[config.mk]
export PLATFORM = sky130hd
export DESIGN_NAME = dpdl_top
export DESIGN_NICKNAME = d
export VERILOG_FILES = /design/src/hw/dpdl_pkg.sv /design/src/hw/dpdl_top.sv /design/src/hw/dpdl_edge_sync.sv
export VERILOG_INCLUDE_DIRS = /design/src /design/src/hw
export SDC_FILE = /design/constraint.sdc
export NUM_CORES = 1
export LEC_CHECK = 0
export BUFFER_PORTS_ARGS = -buffer_cell sky130_fd_sc_hd__buf_2
export CORE_ASPECT_RATIO = 2
export CORE_MARGIN = 3
export CORE_UTILIZATION = 49
export CTS_CLUSTER_SIZE = 20
export DETAILED_ROUTE_END_ITERATION = 10
export PLACE_DENSITY = 0.85
export SYNTH_ARGS = -nofsm -noshare
export SYNTH_HDL_FRONTEND = slang
export SYNTH_SLANG_ARGS = --single-unit
[constraint.sdc]
create_clock -name sys_clk_i -period 2.25 [get_ports sys_clk_i]
set_input_delay 0 -clock sys_clk_i [delete_from_list [all_inputs] [get_ports sys_clk_i]]
set_output_delay 0 -clock sys_clk_i [all_outputs]
set_load 0.01 [all_outputs]
[src/hw/dpdl_cfg.svh]
// Constants for the phase loop direction and lock control block.
// Assumes inclusion by bare name from the package; the modules do not include it.
`ifndef DPDL_CFG_SVH
`define DPDL_CFG_SVH
`define DPDL_TS_W 24
`define DPDL_PROF_W 24
`define DPDL_THR_MAX 24'h00ffff
`define DPDL_THR_ZERO 24'h000000
`define DPDL_GAP_W 3
`define DPDL_GAP_SPEC 3'h2
`define DPDL_GAP_SILICON 3'h4
`define DPDL_MODE_NORMAL 1'h0
`define DPDL_MODE_EMERG 1'h1
`define DPDL_DIR_FWD 1'h0
`define DPDL_DIR_BWD 1'h1
`define DPDL_MAP_DIRECT 2'h0
`endif

[src/hw/dpdl_pkg.sv]
// Types shared by the phase loop direction and lock control block.
// Assumes dpdl_cfg.svh is on the include path.
`include "dpdl_cfg.svh"
package dpdl_pkg;
    typedef struct packed {
        logic enable;
        logic run_mode_select;
        logic direction_source_select;
        logic combined_signal_mode;
        logic [1:0] trigger_map_select;
        logic [`DPDL_TS_W-1:0] min_high_threshold;
    } dpdl_cfg_s;
    typedef struct packed {
        logic backward_direction_status;
        logic lock_flag;
        logic first_state_seen;
        logic [`DPDL_PROF_W-1:0] state_profile_value;
    } dpdl_stat_s;
endpackage

[src/hw/dpdl_top.sv]
// Direction detection, lock flag and mode change logic of the phase loop.
// Assumes TRIGGER, STATE, the direction channel and gap flag arrive asynchronously.
// Function
// - Run mode 0 is normal, 1 is emergency; normal-to-emergency switch handled.
// - After switch to emergency, next STATE slope loads state profile from trigger profile.
// - In emergency mode a direction change clears the lock flag.
// - Lock set again after four missing-state gaps, not the specified two.
// - Trigger-based direction compares threshold with active-to-inactive trigger duration.
// - Direction is evaluated at the inactive trigger edge in both methods.
// - Backward status bit: 1 backward, 0 forward.
// - Threshold zero holds the latest direction instead of forcing forward.
// - Maximum threshold makes the next evaluation switch to forward.
// - Input-based selection takes direction from direction channel when map select 0 and combined signal mode off.
// - Enable toggle 1-0-1 resets backward status, discarding a disturbed direction.
// - Toggle reset fails if no state seen and emergency entered afterwards.
// - During toggle internal direction held while status shows reset value.
`timescale 1ns/10ps
`default_nettype none
module dpdl_top
    import dpdl_pkg::*;
#(
    parameter int TS_W = `DPDL_TS_W,
    parameter int PROF_W = `DPDL_PROF_W
) (
    // Clock and reset
    input wire logic sys_clk_i,
    input wire logic rst_b_i,
    // Configuration
    input wire dpdl_cfg_s cfg_i,
    input wire logic [PROF_W-1:0] trigger_profile_value_i,
    // Input signals
    input wire logic trigger_i,
    input wire logic state_i,
    input wire logic direction_input_channel_i,
    input wire logic missing_state_flag_i,
    // Status
    output dpdl_stat_s stat_o,
    output logic internal_dir_o
);
    if (TS_W != `DPDL_TS_W || PROF_W != `DPDL_PROF_W) begin : g_width_chk
        $error("dpdl_top: widths must match the configuration header");
    end

    // ----------------------------------------------------------------
    // Reset release and input synchronisation
    // ----------------------------------------------------------------
    logic rst_m_r;
    logic rst_s_r;
    always_ff @(posedge sys_clk_i or negedge rst_b_i) begin
        if (!rst_b_i) begin
            rst_m_r <= 1'h0;
            rst_s_r <= 1'h0;
        end else begin
            rst_m_r <= 1'h1;
            rst_s_r <= rst_m_r;
        end
    end
    wire rst_b = rst_s_r;

    wire trg_lvl;
    wire trg_rise;
    wire trg_fall;
    wire st_rise;
    wire gap_rise;
    wire dir_in_lvl;
    dpdl_edge_sync u_trg (.sys_clk_i(sys_clk_i), .rst_b_i(rst_b), .async_i(trigger_i),
        .level_o(trg_lvl), .rise_o(trg_rise), .fall_o(trg_fall));
    dpdl_edge_sync u_st (.sys_clk_i(sys_clk_i), .rst_b_i(rst_b), .async_i(state_i),
        .level_o(), .rise_o(st_rise), .fall_o());
    dpdl_edge_sync u_gap (.sys_clk_i(sys_clk_i), .rst_b_i(rst_b),
        .async_i(missing_state_flag_i), .level_o(), .rise_o(gap_rise), .fall_o());
    dpdl_edge_sync u_dir (.sys_clk_i(sys_clk_i), .rst_b_i(rst_b),
        .async_i(direction_input_channel_i), .level_o(dir_in_lvl), .rise_o(), .fall_o());

    // ----------------------------------------------------------------
    // Enable toggle tracking
    // ----------------------------------------------------------------
    typedef enum logic [1:0] {EN_OFF, EN_RUN, EN_PAUSE} dpdl_en_e;
    dpdl_en_e en_r;
    dpdl_en_e en_nxt;
    logic fsd_r;
    logic fsd_at_dis_r;
    logic mode_r;
    logic mode_at_dis_r;
    always_comb begin
        en_nxt = en_r;
        unique case (en_r)
            EN_OFF: if (cfg_i.enable) en_nxt = EN_RUN;
            EN_RUN: if (!cfg_i.enable) en_nxt = EN_PAUSE;
            EN_PAUSE: if (cfg_i.enable) en_nxt = EN_RUN;
        endcase
    end
    wire toggle_end = (en_r == EN_PAUSE) & cfg_i.enable;
    wire active = (en_r == EN_RUN);
    // Stale direction survives when no state was seen and emergency was entered while off
    wire reset_fails = ~fsd_at_dis_r & ~mode_at_dis_r & (mode_r == `DPDL_MODE_EMERG);
    wire mode_up = (cfg_i.run_mode_select == `DPDL_MODE_EMERG) & (mode_r == `DPDL_MODE_NORMAL);

    // ----------------------------------------------------------------
    // Direction detection
    // ----------------------------------------------------------------
    logic [TS_W-1:0] high_cnt_r;
    logic dir_r;
    logic bwd_r;
    logic lock_r;
    logic [`DPDL_GAP_W-1:0] gap_cnt_r;
    logic state_profile_value_pend_r;
    logic [PROF_W-1:0] state_profile_value_r;

    wire thr_zero = (cfg_i.min_high_threshold == `DPDL_THR_ZERO);
    wire thr_max = (cfg_i.min_high_threshold == `DPDL_THR_MAX);
    // Short high phase below threshold means backward; zero threshold holds
    wire thr_dir = thr_max ? `DPDL_DIR_FWD :
        (high_cnt_r < cfg_i.min_high_threshold) ? `DPDL_DIR_BWD : `DPDL_DIR_FWD;
    wire thr_valid = ~thr_zero;
    wire pin_valid = (cfg_i.trigger_map_select == `DPDL_MAP_DIRECT);
    wire use_pin = cfg_i.direction_source_select & ~cfg_i.combined_signal_mode;
    wire new_dir = use_pin ? dir_in_lvl : thr_dir;
    wire eval_ok = active & trg_fall & (use_pin ? pin_valid : thr_valid);
    wire dir_chg = eval_ok & (new_dir != dir_r);
    wire emerg = (cfg_i.run_mode_select == `DPDL_MODE_EMERG);
    wire gap_full = (gap_cnt_r == `DPDL_GAP_SILICON - 3'h1);

    always_ff @(posedge sys_clk_i or negedge rst_b) begin
        if (!rst_b) begin
            en_r <= EN_OFF;
            fsd_r <= 1'h0;
            fsd_at_dis_r <= 1'h0;
            mode_r <= `DPDL_MODE_NORMAL;
            mode_at_dis_r <= `DPDL_MODE_NORMAL;
            high_cnt_r <= '0;
            dir_r <= `DPDL_DIR_FWD;
            bwd_r <= `DPDL_DIR_FWD;
            lock_r <= 1'h0;
            gap_cnt_r <= '0;
            state_profile_value_pend_r <= 1'h0;
            state_profile_value_r <= '0;
        end else begin
            en_r <= en_nxt;
            mode_r <= cfg_i.run_mode_select;
            if (active & st_rise) fsd_r <= 1'h1;
            if (en_r == EN_RUN && !cfg_i.enable) begin
                fsd_at_dis_r <= fsd_r;
                mode_at_dis_r <= cfg_i.run_mode_select;
            end
            if (trg_rise) high_cnt_r <= '0;
            else if (trg_lvl && high_cnt_r != '1) high_cnt_r <= high_cnt_r + 1'b1;
            // Internal direction is held through a toggle, then discarded unless it sticks
            if (toggle_end && !reset_fails) dir_r <= `DPDL_DIR_FWD;
            else if (eval_ok) dir_r <= new_dir;
            // Status shows its reset value while paused, then follows the kept direction
            if (!active) bwd_r <= `DPDL_DIR_FWD;
            else if (eval_ok) bwd_r <= new_dir;
            else bwd_r <= dir_r;
            if (emerg && dir_chg) begin
                lock_r <= 1'h0;
                gap_cnt_r <= '0;
            end else if (active & st_rise) begin
                gap_cnt_r <= '0;
            end else if (active & gap_rise) begin
                if (gap_full) lock_r <= 1'h1;
                else gap_cnt_r <= gap_cnt_r + 1'b1;
            end
            if (mode_up) state_profile_value_pend_r <= 1'h1;
            else if (state_profile_value_pend_r & st_rise) state_profile_value_pend_r <= 1'h0;
            if (state_profile_value_pend_r & st_rise) state_profile_value_r <= trigger_profile_value_i;
        end
    end

    assign stat_o = '{backward_direction_status: bwd_r, lock_flag: lock_r,
        first_state_seen: fsd_r, state_profile_value: state_profile_value_r};
    assign internal_dir_o = dir_r;

    // ----------------------------------------------------------------
    // Assertions
    // ----------------------------------------------------------------
    status_off_a: assert property (@(posedge sys_clk_i) disable iff (!rst_b)
        (en_r == EN_PAUSE) |=> (bwd_r == `DPDL_DIR_FWD))
        else $error("status not reset while disabled");
    dir_hold_a: assert property (@(posedge sys_clk_i) disable iff (!rst_b)
        (en_r == EN_PAUSE && !cfg_i.enable) |=> $stable(dir_r))
        else $error("direction moved during toggle");
    lock_clr_a: assert property (@(posedge sys_clk_i) disable iff (!rst_b)
        (emerg && dir_chg) |=> !lock_r)
        else $error("lock not cleared on direction change");
    lock_gap_a: assert property (@(posedge sys_clk_i) disable iff (!rst_b)
        (active && gap_rise && gap_full && !dir_chg && !st_rise) |=> lock_r)
        else $error("lock not set after gaps");
    thr_zero_a: assert property (@(posedge sys_clk_i) disable iff (!rst_b)
        (active && trg_fall && !use_pin && thr_zero && !toggle_end) |=> $stable(dir_r))
        else $error("zero threshold changed direction");
    thr_max_a: assert property (@(posedge sys_clk_i) disable iff (!rst_b)
        (active && trg_fall && !use_pin && thr_max) |=> (dir_r == `DPDL_DIR_FWD))
        else $error("max threshold did not force forward");
    pin_dir_a: assert property (@(posedge sys_clk_i) disable iff (!rst_b)
        (eval_ok && use_pin && !toggle_end) |=> (dir_r == $past(dir_in_lvl)))
        else $error("direction not taken from channel");
    pin_refuse_a: assert property (@(posedge sys_clk_i) disable iff (!rst_b)
        (active && trg_fall && use_pin && !pin_valid) |=> $stable(dir_r))
        else $error("channel direction taken with other mapping");
    state_profile_value_load_a: assert property (@(posedge sys_clk_i) disable iff (!rst_b)
        (state_profile_value_pend_r && st_rise) |=> (state_profile_value_r == $past(trigger_profile_value_i)))
        else $error("state profile not loaded");
    mode_arm_a: assert property (@(posedge sys_clk_i) disable iff (!rst_b)
        mode_up |=> state_profile_value_pend_r)
        else $error("profile load not armed by mode change");
    toggle_rst_a: assert property (@(posedge sys_clk_i) disable iff (!rst_b)
        (toggle_end && !reset_fails) |=> (dir_r == `DPDL_DIR_FWD))
        else $error("toggle did not reset direction");
    dir_report_a: assert property (@(posedge sys_clk_i) disable iff (!rst_b)
        eval_ok |=> (bwd_r == dir_r))
        else $error("status differs from evaluated direction");
    gap_restart_a: assert property (@(posedge sys_clk_i) disable iff (!rst_b)
        (active && st_rise) |=> (gap_cnt_r == '0))
        else $error("gap count not restarted by state event");
    cov_lock_c: cover property (@(posedge sys_clk_i) disable iff (!rst_b) $rose(lock_r));
    cov_bwd_c: cover property (@(posedge sys_clk_i) disable iff (!rst_b) $rose(bwd_r));
    cov_toggle_c: cover property (@(posedge sys_clk_i) disable iff (!rst_b) toggle_end);
    cov_state_profile_value_c: cover property (@(posedge sys_clk_i) disable iff (!rst_b) state_profile_value_pend_r && st_rise);
    cov_refuse_c: cover property (@(posedge sys_clk_i) disable iff (!rst_b)
        active && trg_fall && use_pin && !pin_valid);
endmodule
`default_nettype wire

[src/hw/dpdl_edge_sync.sv]
// Two-flop synchroniser with rise and fall pulses for one input signal.
// Assumes asynchronous input and an already synchronised active-low reset.
`timescale 1ns/10ps
`default_nettype none
module dpdl_edge_sync (
    // Clock and reset
    input wire logic sys_clk_i,
    input wire logic rst_b_i,
    // Signal
    input wire logic async_i,
    output logic level_o,
    output logic rise_o,
    output logic fall_o
);
    logic meta_r;
    logic sync_r;
    logic prev_r;
    always_ff @(posedge sys_clk_i or negedge rst_b_i) begin
        if (!rst_b_i) begin
            meta_r <= 1'h0;
            sync_r <= 1'h0;
            prev_r <= 1'h0;
        end else begin
            meta_r <= async_i;
            sync_r <= meta_r;
            prev_r <= sync_r;
        end
    end
    assign level_o = sync_r;
    assign rise_o = sync_r & ~prev_r;
    assign fall_o = ~sync_r & prev_r;
endmodule
`default_nettype wire

Word-level counts from Yosys, hierarchy flattened
Index checks and enable logic that the tools add are counted.
{"block": "word_totals", "elab_cells": 102, "inputBits": 60, "register_bits": 74}
{"block": "op_classes", "n_mux": 22, "n_reduce_logical": 18, "eq_ne": 10, "bitwise_logic": 24, "add_sub_neg": 2, "magnitude_cmp": 1}
{"operator": "2-to-1 mux 24 bit", "n": 2}
{"operator": "adder 24 x 1 -> 24 bit, second input constant", "n": 1}
{"operator": "equality test 24 x 16 -> 1 bit, second input constant", "n": 1}
{"operator": "zero test 24 bit", "n": 1}
{"operator": "less-than comparator 24 bit", "n": 1}
{"operator": "inequality test 24 bit, second input constant", "n": 1}
{"operator": "AND 1 bit", "n": 15}
{"operator": "2-to-1 mux 1 bit", "n": 13}
{"operator": "2-to-1 mux 3 bit", "n": 4}
{"operator": "inverter 1 bit", "n": 9}
{"operator": "nonzero test 2 bit", "n": 4}
{"operator": "logical AND 1 bit", "n": 4}
{"operator": "zero test 2 bit", "n": 2}
{"operator": "2-to-1 mux 2 bit", "n": 2}
{"operator": "inequality test 2 x 1 -> 1 bit, second input constant", "n": 2}
{"operator": "one-hot mux 2 bit (2 select lines)", "n": 1}
{"operator": "AND reduction 2 bit", "n": 2}
{"operator": "adder 3 x 1 -> 3 bit, second input constant", "n": 1}
{"operator": "equality test 3 x 2 -> 1 bit, second input constant", "n": 1}
{"operator": "inequality test 3 x 1 -> 1 bit, second input constant", "n": 1}
{"operator": "AND reduction 3 bit", "n": 1}
{"operator": "nonzero test 3 bit", "n": 1}
{"operator": "equality test 2 x 1 -> 1 bit, second input constant", "n": 1}
{"operator": "equality test 2 bit, second input constant", "n": 1}
{"operator": "other kinds (4)", "n": 5}

Logic depth before layout (Yosys ltp)
{"block": "depth", "depth_word": 9, "ltp_mapped": 9}

Hierarchy
From an unflattened synthesis, not the netlist that was laid out.
{"block": "unflattened", "cells_unflattened": 386, "hier_area_um2": 4021.4}
{"module": "dpdl_top", "area_per_inst_um2": 3661.0, "seq_area_each_um2": 1576.5, "cells_per_inst": 366, "instances": 1}
{"module": "dpdl_edge_sync", "area_per_inst_um2": 90.1, "seq_area_each_um2": 75.1, "cells_per_inst": 5, "instances": 4}

Worst setup path after synthesis
No wires, ideal clock.
{"block": "synth_path", "path_type": "register to register", "startpoint": "register high_cnt_r[9]", "endpoint": "register gap_cnt_r[1]", "slack_ps": 103, "setup_ps": 135, "arrival_time_ps": 2012, "path_stages_with_launch": 9, "cell_sequence": "dfrtp_1 ha_1 a21oi_1 o21ai_0 a221oi_1 nor2b_1 or4_1 a21oi_2 a211oi_2"}
{"block": "synth_between", "elab_chain_len": 9, "word_cells_on_any_way": 11, "classes_between": "1 x order compare; 2 x eq/ne; 4 x mux; 1 x bitwise; 3 x reduce/logical"}
{"item": "from (decl)", "line": "dpdl_top.sv:102", "source": "logic [TS_W-1:0] high_cnt_r;"}
{"item": "from (signal assigned)", "line": "dpdl_top.sv:147", "source": "else if (trg_lvl && high_cnt_r != '1) high_cnt_r <= high_cnt_r + 1'b1;"}
{"item": "less-than comparator 24 bit (*)", "line": "dpdl_top.sv:114", "source": "(high_cnt_r < cfg_i.min_high_threshold) ? `DPDL_DIR_BWD : `DPDL_DIR_FWD;"}
{"item": "2-to-1 mux 1 bit (no source line) (*) (2 in series)"}
{"item": "2-to-1 mux 1 bit (*)", "line": "dpdl_top.sv:118", "source": "wire new_dir = use_pin ? dir_in_lvl : thr_dir;"}
{"item": "inequality test 1 bit (*)", "line": "dpdl_top.sv:120", "source": "wire dir_chg = eval_ok & (new_dir != dir_r);"}
{"item": "AND 1 bit (*)", "line": "dpdl_top.sv:120"}
{"item": "logical AND 1 bit (*)", "line": "dpdl_top.sv:155", "source": "if (emerg && dir_chg) begin"}
{"item": "inequality test 3 x 1 -> 1 bit (no source line) / nonzero test 3 bit (equally long branches)"}
{"item": "AND reduction 2 bit (no source line)"}
{"item": "to (signal assigned)", "line": "dpdl_top.sv:162", "source": "else gap_cnt_r <= gap_cnt_r + 1'b1;"}
{"item": "to (decl)", "line": "dpdl_top.sv:106", "source": "logic [`DPDL_GAP_W-1:0] gap_cnt_r;"}
Mark *: on every way between the ends. The rest lies on a longest branch, timed or not.
A chain may end at the register's enable or synchronous reset.

Worst setup path after layout
{"block": "layout_path", "startpoint": "register high_cnt_r[20]", "endpoint": "register gap_cnt_r[2]"}
The elaborated chain is that of the path after synthesis.

==> flow_summary.ini <==
[die]
full_die_area_um2 = 8923
initial_utilization_pct = 51.58
die_w_um = 68.31
design.portCount = 88
core_area_um2 = 7377
die-height_um = 130.6
cell_row_count = 44

[synth]
postSynthNetCount = 441
synth.largest_area_cell = dfrtp_1
top_cells_by_area_in_the_synthesized_netlist = dfrtp_1 (49%), ha_1 (8.5%), mux2_2 (7.7%)
yosys_warnings = 0
synth.cells.most_frequent = dfrtp_1 (74), inv_1 (30), nor2_1 (27)
synth-edff-count = 0
synthesis.area_um2 = 3805
syn-mean-instance-area_um2 = 10.72
area_share_of_fa_ha_maj_cells_after_synthesis_pct = 8.813
syn_inst = 355
yosysUniqueCellTypes = 48
synth_sequential_area_ratio_pct = 48.67
fraction_of_the_mapped_netlist_area_in_compound_gates_pct = 7.530
yosysMostFrequentCell = dfrtp_1
synth-xor-area-share_pct = 3.683
synthArstFlopShare_pct = 100.0
synthSimpleGateAreaFrac_pct = 19.04
synth_top_area_share_pct = 48.67
ys.flop_type = dfrtp_1
synth_top_family_by_area = simple AND/OR/NAND/NOR gates
synth-seq-cells = 74
post_synth_mux_area_share_pct = 8.221

[pwr]
power_per_cell_area_nw_per_um2 = 685.5
peakVddDrop_mv = 0.4248
power_switching_share_pct = 28.49
totalPowerFinal_mw = 3.722
share_seq_of_total_power_pct = 44.2
pwr-share-comb_pct = 19.7
static_power_due_to_leakage_nw = 2.540
power_report.internal_total_mw = 2.661
p_switching_mw = 1.060
clkPwrFrac_pct = 36.1

[worst_hold_path]
hold_end = bwd_r$_DFF_PN0_
min_delay_path_depth = 5
hold_path_class = in2reg
hold_path.startpoint = cfg_i[24]

[detailed_routing]
finalWirelength_um = 11470
drt_pass1_iterations = 4
total_number_of_vias = 3490
remaining_drc_errors = 0
ant_nets = 0
detailedRoute.firstIterationViolations = 151
detail_route.vias_per_cell = 5.759
wl_per_cell_um = 18.93

[placed_design]
gp_routability_congestion = 0.9645
hpwl_um = 7277
placed_area_um2 = 4557
dp_worst_setup_slack_ns = -0.06326
placement.io_buffers = 87
placed_cells_incl_taps = 557

[outcome]
status = complete, no violations

[global_route]
global_route.overflow_total = 0
initial_antenna_violation_count = 0
grtUsageTotal_pct = 25.67
grt_first_pass_wirelength_um = 16650
grt_pass1_vias = 3635
grt_start_max_net_pins = 51

[timing]
hold_viol_final = 0
timing.final.crit_period_ns = 2.212
timing.final.max_slew_violations = 0
upper_clock_frequency_limit_ghz = 0.4520
setup-tns-final_ns = 0
report.final.setup_viol = 0
worst_slew_pin_slew_ns = 0.5193
slew_headroom_pct = 64.90
final_critical_path_setup_slack_ns = 0.03758
hold-worst-slack_ns = 0.2024
skew_ns = 0.006640
finalCritPeriodShare_pct = 98.33

[clock_tree]
cts-buffers-inserted = 9
clock_sinks = 74
clock_tree_from_tritoncts = done
worst_skew_pair.late_latency_ns = 0.34
cts.root.buffer_cell = clkbuf_16
clk_path_buf_depth = 2
clk_transition_reported_paths_ns = 0.06
cts_htree_levels = 3

[critical_path]
crit_path_max_fanout = 4
cp_data_required_time_ns = 2.48
setup.worst_path.start_class = flip-flop
crit_type = reg2reg
crit_path_arrival_time_ns = 2.44
critical_path.reg2reg.startpoint = high_cnt_r[20]$_DFFE_PN0P_
critical_path.endpoint_type = flip-flop
reg2reg_setup_slack_ns = 0.04
timing.reg2reg.worst_path_depth = 8
rr_endpoint = gap_cnt_r[2]$_DFFE_PN0P_

[flow_run]
drv_cap = 0

[cells_and_area]
nFillCells = 469
finish.net_count = 595
finish.cell_count_without_fillers = 606
fin_area_um2 = 5429
fraction_of_final_layout_cells_with_drive_strength_greater_than_1_pct = 37.94
final_core_utilization_pct = 73.59
synthToLayoutAreaGrowth_pct = 42.68
insertedDiodeCount = 0
[cell type report]
type,count,area (um2),area share (%)
inverters,30,112.6,2.074
multi-input cells,244,2068,38.10
clock inverters,6,40.04,0.7375
repair buffers,150,1001,18.44
flip-flops and latches,74,1853,34.13
well taps,92,115.1,2.120
clock buffers,10,239.0,4.402
[cells by family after synthesis]
group,after synthesis
compound gates,44
xor+xnor,16
fa+ha+maj,27
buf+inv,37
flops,74
mux,28
other cells,1
simple gates,128
[worst max-delay path: stages (launching register included)]
cell and delay [ns]:
dfrtp_1 0.38, ha_1 0.28, nand4_1 0.17, nor2_1 0.08, nor4_1 0.31, a31oi_1 0.15
or4_4 0.45, a21oi_4 0.21, nor2_1 0.07
[registers in the layout (all words and copies together) (netlist names), 2 cells and up]
name / flops
high_cnt_r: 24
state_profile_value_r: 24
gap_cnt_r: 3
en_r: 2
[per-layer routing]
metal	up-vias	track usage, %	wire, um
met1	1731	24.18	3770
li1	1565	-	-
met4	0	18.87	750
met5	-	0	0
met3	60	6.159	569
met2	134	45.79	6379
[repair_timing]
action                     in CTS  in global routing
setup buffers                   0                  1
setup endpoints to repair       4                  8
hold endpoints to repair       34                  0
gates cloned                    0                  0
resized for setup               5                 32
hold buffers                   32                  0
pin swaps                       3                 14
[how the worst max path moves through the flow]
stage                                from                        to  slack [ns]  cells after the start
5_1_grt        high_cnt_r[20]$_DFFE_PN0P_  gap_cnt_r[0]$_DFFE_PN0P_       -0.09                      8
2_1_floorplan             rst_b$_DFF_PN0_           bwd_r$_DFF_PN0_        0.04                      0
3_3_place_gp    high_cnt_r[9]$_DFFE_PN0P_  gap_cnt_r[1]$_DFFE_PN0P_       -0.02                      8
3_5_place_dp   high_cnt_r[11]$_DFFE_PN0P_  gap_cnt_r[2]$_DFFE_PN0P_       -0.06                      8
6_report       high_cnt_r[20]$_DFFE_PN0P_  gap_cnt_r[2]$_DFFE_PN0P_        0.04                      8
4_1_cts        high_cnt_r[11]$_DFFE_PN0P_  gap_cnt_r[2]$_DFFE_PN0P_        0.02                      8
[placed cells by master (no fill, tap or decap), types with 3 or more instances in the layout]
master,Yosys,final
buf_2,0,87
dfrtp_1,74,73
dlygate4sd3_1,0,32
inv_1,30,30
buf_4,3,30
nor2_1,27,27
mux2_2,26,26
nand2_1,25,25
ha_1,26,16
a21oi_1,17,13
o21ai_0,13,11
ha_4,0,10
nand4_1,9,9
or3_1,9,9
clkbuf_16,0,9
xor2_1,8,8
xnor2_1,8,8
nand3_1,10,7
nor2b_1,7,6
nor4_1,7,6
nor3_1,5,5
nand2b_1,5,5
or4_1,4,3
a21oi_4,0,3
and3_1,3,3
and4_1,4,3
nand3_2,0,3
nor3b_1,3,3
clkinv_2,0,3
[power by group through the flow]
stage / Combinational, mW / Clock [mW] / Sequential, mW
2_1_floorplan: 0.284 / 0 / 1.69
5_1_grt: 0.800 / 1.42 / 1.66
3_3_place_gp: 0.592 / 0 / 1.63
3_5_place_dp: 0.622 / 0 / 1.65
4_1_cts: 0.675 / 1.35 / 1.62
6_report: 0.735 / 1.34 / 1.64
Note: power is estimated with default switching activity, not from simulation.
